<file path="src/include/frdly_consts.vh">
`ifndef FRDLY_CONSTS_VH
`define FRDLY_CONSTS_VH
// register addresses on the serial control interface
`define FRDLY_ADDR_FDH 8'h20
`define FRDLY_ADDR_FDL 8'h21
`define FRDLY_ADDR_RDH 8'h22
`define FRDLY_ADDR_RDL 8'h23
// reset values
`define FRDLY_RST_FDH 8'h00
`define FRDLY_RST_FDL 8'h08
`define FRDLY_RST_RDH 8'h00
`define FRDLY_RST_RDL 8'h00
// field layout
`define FRDLY_FDL_MASK 8'h7f
`define FRDLY_RD_LOW_BITS 5
`define FRDLY_FDL_BITS 7
// reset values of the active stage, built from the shadow reset values
`define FRDLY_RST_FD 15'h0008
`define FRDLY_RST_RD 13'h0000
`define FRDLY_ZERO_BYTE 8'h00
`endif

</file>
<file path="src/frdly_regs.v">
// Behaviour
// frame delay is high[7:0] then low[6:0]
// host keeps frame delay at most 32767
// row delay bits 12:5 from high register
// all four registers readable, writable, shadowed
// reset low 08 hex, high 00 hex
// low register bit 7 reserved, unused
// shadow copies to active at frame boundary
`include "frdly_consts.vh"

module frdly_regs
(
    input wire core_clk_in,
    input wire resetn_in,
    input wire clk_en_in,
    input wire wr_en_in,
    input wire [7:0] addr_in,
    input wire [7:0] wr_data_in,
    input wire frame_start_in,
    output reg [7:0] rd_data_out,
    output reg [14:0] frame_delay_out,
    output reg [12:0] row_delay_out
);

    // widths of the active values and of the fields that feed them
    localparam FD_W = 15; // active frame delay width
    localparam RD_W = 13; // active row delay width
    localparam FL_W = `FRDLY_FDL_BITS; // frame delay bits in the low byte
    localparam RL_W = `FRDLY_RD_LOW_BITS; // row delay bits in the low byte

    // shadow stage written by the serial interface
    reg [7:0] frame_delay_high_r; // frame delay bits 14:7
    reg [7:0] frame_delay_low_r; // frame delay bits 6:0, msb kept zero
    reg [7:0] row_delay_high_r; // row delay bits 12:5
    reg [7:0] row_delay_low_r; // row delay low byte, stored whole

    // next values of the shadow stage
    reg [7:0] frame_delay_high_nxt; // next frame delay high byte
    reg [7:0] frame_delay_low_nxt; // next frame delay low byte
    reg [7:0] row_delay_high_nxt; // next row delay high byte
    reg [7:0] row_delay_low_nxt; // next row delay low byte

    // read mux result, registered into rd_data_out
    reg [7:0] rd_nxt;

    // next values of the active stage
    reg [FD_W-1:0] frame_delay_nxt; // assembled frame delay
    reg [RD_W-1:0] row_delay_nxt; // assembled row delay

    // a write is taken only on an enabled edge with the strobe high
    wire wr_go;
    // address matches, one per mapped register
    wire hit_fdh; // frame delay high selected
    wire hit_fdl; // frame delay low selected
    wire hit_rdh; // row delay high selected
    wire hit_rdl; // row delay low selected
    // per-register write strobes
    wire wr_fdh; // write frame delay high
    wire wr_fdl; // write frame delay low
    wire wr_rdh; // write row delay high
    wire wr_rdl; // write row delay low
    // the active stage moves only on an enabled frame boundary
    wire load_go;

    // a low clock enable blocks every strobe, so all state freezes
    assign wr_go = clk_en_in & wr_en_in;

    // address decode; any other address is neither written nor read
    assign hit_fdh = (addr_in == `FRDLY_ADDR_FDH);
    assign hit_fdl = (addr_in == `FRDLY_ADDR_FDL);
    assign hit_rdh = (addr_in == `FRDLY_ADDR_RDH);
    assign hit_rdl = (addr_in == `FRDLY_ADDR_RDL);

    // write strobes per register
    assign wr_fdh = wr_go & hit_fdh;
    assign wr_fdl = wr_go & hit_fdl;
    assign wr_rdh = wr_go & hit_rdh;
    assign wr_rdl = wr_go & hit_rdl;

    // frame boundary strobe, gated by the clock enable
    assign load_go = clk_en_in & frame_start_in;

    // shadow next values; each register keeps its value unless written
    always @*
    begin
        frame_delay_high_nxt = frame_delay_high_r;
        frame_delay_low_nxt = frame_delay_low_r;
        row_delay_high_nxt = row_delay_high_r;
        row_delay_low_nxt = row_delay_low_r;
        // frame delay high byte takes the whole data byte
        if (wr_fdh)
        begin
            frame_delay_high_nxt = wr_data_in;
        end
        // the reserved bit is dropped here so that it never reaches the
        // timing logic and always reads back as zero
        if (wr_fdl)
        begin
            frame_delay_low_nxt = wr_data_in & `FRDLY_FDL_MASK;
        end
        // row delay high byte takes the whole data byte
        if (wr_rdh)
        begin
            row_delay_high_nxt = wr_data_in;
        end
        // row low byte is kept whole since its layout is not known;
        // only its low bits feed the active row delay
        if (wr_rdl)
        begin
            row_delay_low_nxt = wr_data_in;
        end
    end

    // shadow registers; reset values give a frame delay of eight
    always @(posedge core_clk_in or negedge resetn_in)
    begin
        if (!resetn_in)
        begin
            frame_delay_high_r <= `FRDLY_RST_FDH;
            frame_delay_low_r <= `FRDLY_RST_FDL;
            row_delay_high_r <= `FRDLY_RST_RDH;
            row_delay_low_r <= `FRDLY_RST_RDL;
        end
        else
        begin
            // the next values already hold when nothing is written
            frame_delay_high_r <= frame_delay_high_nxt;
            frame_delay_low_r <= frame_delay_low_nxt;
            row_delay_high_r <= row_delay_high_nxt;
            row_delay_low_r <= row_delay_low_nxt;
        end
    end

    // read path shows the shadow value, unmapped addresses read zero;
    // the host reads back what it wrote, not what is active yet
    always @*
    begin
        case (addr_in)
            `FRDLY_ADDR_FDH:
            begin
                rd_nxt = frame_delay_high_r;
            end
            `FRDLY_ADDR_FDL:
            begin
                rd_nxt = frame_delay_low_r;
            end
            `FRDLY_ADDR_RDH:
            begin
                rd_nxt = row_delay_high_r;
            end
            `FRDLY_ADDR_RDL:
            begin
                rd_nxt = row_delay_low_r;
            end
            default:
            begin
                // unmapped: a plain zero keeps the bus quiet
                rd_nxt = `FRDLY_ZERO_BYTE;
            end
        endcase
    end

    // registered read data, one cycle after the address
    always @(posedge core_clk_in or negedge resetn_in)
    begin
        if (!resetn_in)
        begin
            rd_data_out <= `FRDLY_ZERO_BYTE;
        end
        else if (clk_en_in)
        begin
            // read data stands until the next enabled edge
            rd_data_out <= rd_nxt;
        end
    end

    // active values assembled from the shadow stage
    always @*
    begin
        // frame delay: high byte on top, seven low bits below it;
        // a value above 32767 cannot arise in a 15 bit field
        frame_delay_nxt = {frame_delay_high_r,
            frame_delay_low_r[FL_W-1:0]};
        // row delay: high byte on top, low byte lsbs below it
        row_delay_nxt = {row_delay_high_r,
            row_delay_low_r[RL_W-1:0]};
    end

    // active stage loads only at a frame start so no frame mixes
    // settings; a write on the same edge as the frame start lands in
    // the shadow and waits for the next frame start
    always @(posedge core_clk_in or negedge resetn_in)
    begin
        if (!resetn_in)
        begin
            // must match the shadow reset values
            frame_delay_out <= `FRDLY_RST_FD;
            row_delay_out <= `FRDLY_RST_RD;
        end
        else if (load_go)
        begin
            frame_delay_out <= frame_delay_nxt;
            row_delay_out <= row_delay_nxt;
        end
    end

endmodule

</file>
<file path="config.mk">
export PLATFORM = sky130hd
export DESIGN_NAME = frdly_regs
export DESIGN_NICKNAME = d
export VERILOG_FILES = /design/src/frdly_regs.v
export VERILOG_INCLUDE_DIRS = /design/src /design/src/include
export SDC_FILE = /design/constraint.sdc
export NUM_CORES = 1
export LEC_CHECK = 0
export BUFFER_PORTS_ARGS = -buffer_cell sky130_fd_sc_hd__buf_2
export CORE_ASPECT_RATIO = 1.1
export CORE_MARGIN = 5
export CORE_UTILIZATION = 30
export DETAILED_ROUTE_END_ITERATION = 7
export HOLD_SLACK_MARGIN = 0.15
export PLACE_DENSITY_LB_ADDON = 0.2
export REMOVE_ABC_BUFFERS = 1
export SYNTH_ARGS = -nofsm -noshare
export SYNTH_HDL_FRONTEND = slang
export SYNTH_SLANG_ARGS = --single-unit
</file>
<file path="constraint.sdc">
create_clock -name core_clk_in -period 1.5 [get_ports core_clk_in]
set_input_delay 0.3 -clock core_clk_in [delete_from_list [all_inputs] [get_ports core_clk_in]]
set_output_delay 0.3 -clock core_clk_in [all_outputs]
set_load 0.05 [all_outputs]
</file>
==> results.json <==
{
  "die-height_um": 112,
  "min_path_type": "in2reg",
  "max_stage_delay_ns": 0.61,
  "setup_viol": 0,
  "nets": 271,
  "crit_type": "in2reg",
  "cpLargestDelayFamily": "simple AND/OR/NAND/NOR gates",
  "worstPathRequired_ns": 1.72,
  "core_region_area_um2": 9260,
  "gr-usage-all-layers_pct": 12.3,
  "grt.overflow.total": 0,
  "cts-root-buf": "clkbuf_8",
  "row_count": 37,
  "power.share.clock_pct": 35.9,
  "gp_congestion": 0.735,
  "antenna_found_initial": 0,
  "start_util_pct": 30.4,
  "die-area_um2": 11400,
  "cts_tree": "built",
  "io_buffers": 56,
  "highest-signal-layer": "met4",
  "netlist_instances": 172,
  "ys_ff_latch": 67,
  "ir_drop_v": 0.000361,
  "clk_pin_slew_ns": 0.07,
  "drc": 0,
  "place_ws_ns": -0.510,
  "cts_max_path_buffers": 2,
  "hpwl_um": 4690,
  "yosysSeqAreaShare_pct": 59.6,
  "wire_per_inst_um": 17.8,
  "ys_types": 21,
  "endpoint_kind": "flop",
  "p_leak_nw": 1.89,
  "ant_nets": 0,
  "postSynthAreaPerCell_um2": 16.4,
  "cts_buffers": 9,
  "route.met2.wl_um": 3540,
  "sw_frac_of_total_pct": 25.5,
  "final_max_slew_viol_count": 0,
  "finalHoldViolations": 0,
  "p_comb_share_pct": 10.7,
  "worstPathCellList": "buf_6 > or4b_4 > nor4_4 > buf_4 > mux2_4",
  "p_sw_mw": 0.902,
  "first_global_vias": 1913,
  "dr_wl_met3_um": 175,
  "num_vias": 1732,
  "rsz0062_at_grt": "true",
  "critPathArrivalTime_ns": 1.72,
  "min_period_over_period_pct": 100,
  "drive_gt1_share_pct": 66.9,
  "maxCapViolCount": 0,
  "routed_wl_um": 6610,
  "fmax_mhz": 667,
  "syn_area_um2": 2820,
  "status": "finished clean",
  "start_kind": "input port",
  "grt_pass1_wl_um": 10600,
  "wl_met1_um": 2740,
  "cts.sinks": 67,
  "period_minus_slack_ns": 1.50,
  "finalWorstSetupSlack_ns": 0.000715,
  "worst_pin_slew_ns": 0.266,
  "clkLatencyLatePin_ns": 0.34,
  "intPower_mw": 2.63,
  "cts-htree-levels": 3,
  "p_per_area_nw_per_um2": 955,
  "first_pass_iters": 4,
  "drt_iter0_drc": 18,
  "viasPerCell": 4.67,
  "grt_max_degree": 35,
  "power_mw": 3.53,
  "clock_skew_ns": 0.00729,
  "area_growth_pct": 31.2,
  "postCtsSetupBuffers": 0,
  "slowest_stage": "or4b_4",
  "crit_buf_inv": 2,
  "relSlewSlack_pct": 82.1,
  "io-pin-count": 57,
  "die_x_um": 102,
  "seq_power_share_pct": 53.4,
  "critPathMaxFanout": 5,
  "yosysWarningCount": 0,
  "diodes": 0
}
-- sequential cells by signal (all words and copies together), names as in the netlist --
| signal | flops |
|---|---|
| row_delay_high_r | 8 |
| frame_delay_out | 15 |
| frame_delay_high_r | 8 |
| row_delay_low_r | 8 |
| frame_delay_low_r | 7 |
| rd_data_out | 8 |
| row_delay_out | 13 |
-- per-stage QoR --
step                util, %  instance area, µm²  instances  setup TNS [ns]  hold slack, ns
floorplan                 -                2780        163          -17.07         0.00441
global placement       36.7                3390        356          -16.87           0.194
detailed placement     36.7                3390        356          -16.52           0.192
CTS                    39.3                3640        372          -0.244           0.230
global route           40.0                3700        371          -0.347           0.245
finish                 40.0                3700        371               0           0.246
-- routing by layer --
layer / vias up / track usage [%]
li1: 793 / -
met3: 14 / 1.82
met1: 899 / 14.7
met5: - / 0
met2: 26 / 21.3
met4: 0 / 5.77
-- timing repair --
| item | CTS | global route |
|---|---|---|
| hold buffers | 1 | 0 |
| hold endpoints to repair | 65 | 0 |
| resized for setup | 19 | 20 |
| pin swaps | 6 | 1 |
| endpoints found under the setup margin | 31 | 31 |
-- cell families (layout without fill, tap and decap cells) --
| family | Yosys count | count (layout) | synth area share, % |
|---|---|---|---|
| compound gates | 9 | 9 | 2.66 |
| buf+inv | 9 | 91 | 1.38 |
| flops | 67 | 67 | 59.6 |
| mux | 67 | 67 | 29.5 |
| simple gates | 20 | 20 | 6.88 |
-- synth_stat cells --
master	number	area [µm²]
nand4_1	1	6.26
dfstp_2	2	52.6
nor4_4	4	85.1
buf_1	1	3.75
mux4_2	7	158
or4b_1	1	10.0
mux2_2	58	653
or4bb_1	1	11.3
o21ai_0	1	5.00
nand4b_1	2	17.5
nor3_1	1	5.00
nand2_1	1	3.75
buf_4	1	7.51
mux2i_1	1	10.0
clkbuf_1	6	22.5
nor2b_1	8	50.1
buf_2	1	5.00
nand3_1	1	5.00
mux2_1	1	11.3
a31o_2	8	70.1
dfrtp_1	65	1630
-- final timing paths --
check	from	to	slack [ns]	depth (start not counted)
min in group asynchronous	resetn_in	frame_delay_out[8]$_DFFE_PN0P_	0.37	2
worst max-delay path	addr_in[6]	frame_delay_low_r[0]$_DFFE_PN0P_	0.0007	5
worst min register to register	frame_delay_out[7]$_DFFE_PN0P_	frame_delay_out[7]$_DFFE_PN0P_	0.50	1
max in group asynchronous	resetn_in	frame_delay_low_r[3]$_DFFE_PN1P_	0.59	3
worst max register to register	frame_delay_high_r[2]$_DFFE_PN0P_	rd_data_out[2]$_DFFE_PN0P_	0.26	2
worst min-delay path	wr_data_in[7]	row_delay_low_r[7]$_DFFE_PN0P_	0.25	2
-- layout by cell type (no fill, tap or decap), drive strengths merged, types with 2 or more instances in the layout --
cell type | Yosys | layout
dfstp | 2 | 2
clkinv | 0 | 3
mux2 | 59 | 59
nor4 | 4 | 4
mux4 | 7 | 7
dfrtp | 65 | 65
buf | 3 | 75
a31o | 8 | 8
nand4b | 2 | 2
clkbuf | 6 | 12
nor2b | 8 | 8
-- final cells by class --
cell class	count	area (µm²)
Sequential cell	67	1680
Fill cell	906	5560
Timing Repair Buffer	76	493
Tap cell	117	146
Clock buffer	12	145
Multi-Input combinational cell	96	1220
Clock inverter	3	15.0
-- power groups by stage --
stage / Combinational (mW) / Clock [mW] / Sequential, mW
2_1_floorplan: 0.0914 / 0 / 2.00
3_3_place_gp: 0.364 / 0 / 1.92
3_5_place_dp: 0.365 / 0 / 1.92
4_1_cts: 0.379 / 1.32 / 1.89
5_1_grt: 0.409 / 1.41 / 1.89
6_report: 0.380 / 1.27 / 1.89
-- worst register-to-register path: stages (launching register included) --
cell and delay (ns):
dfrtp_1 0.42, mux4_2 0.46, a31o_2 0.25
Note: power is estimated with default switching activity, not from simulation.
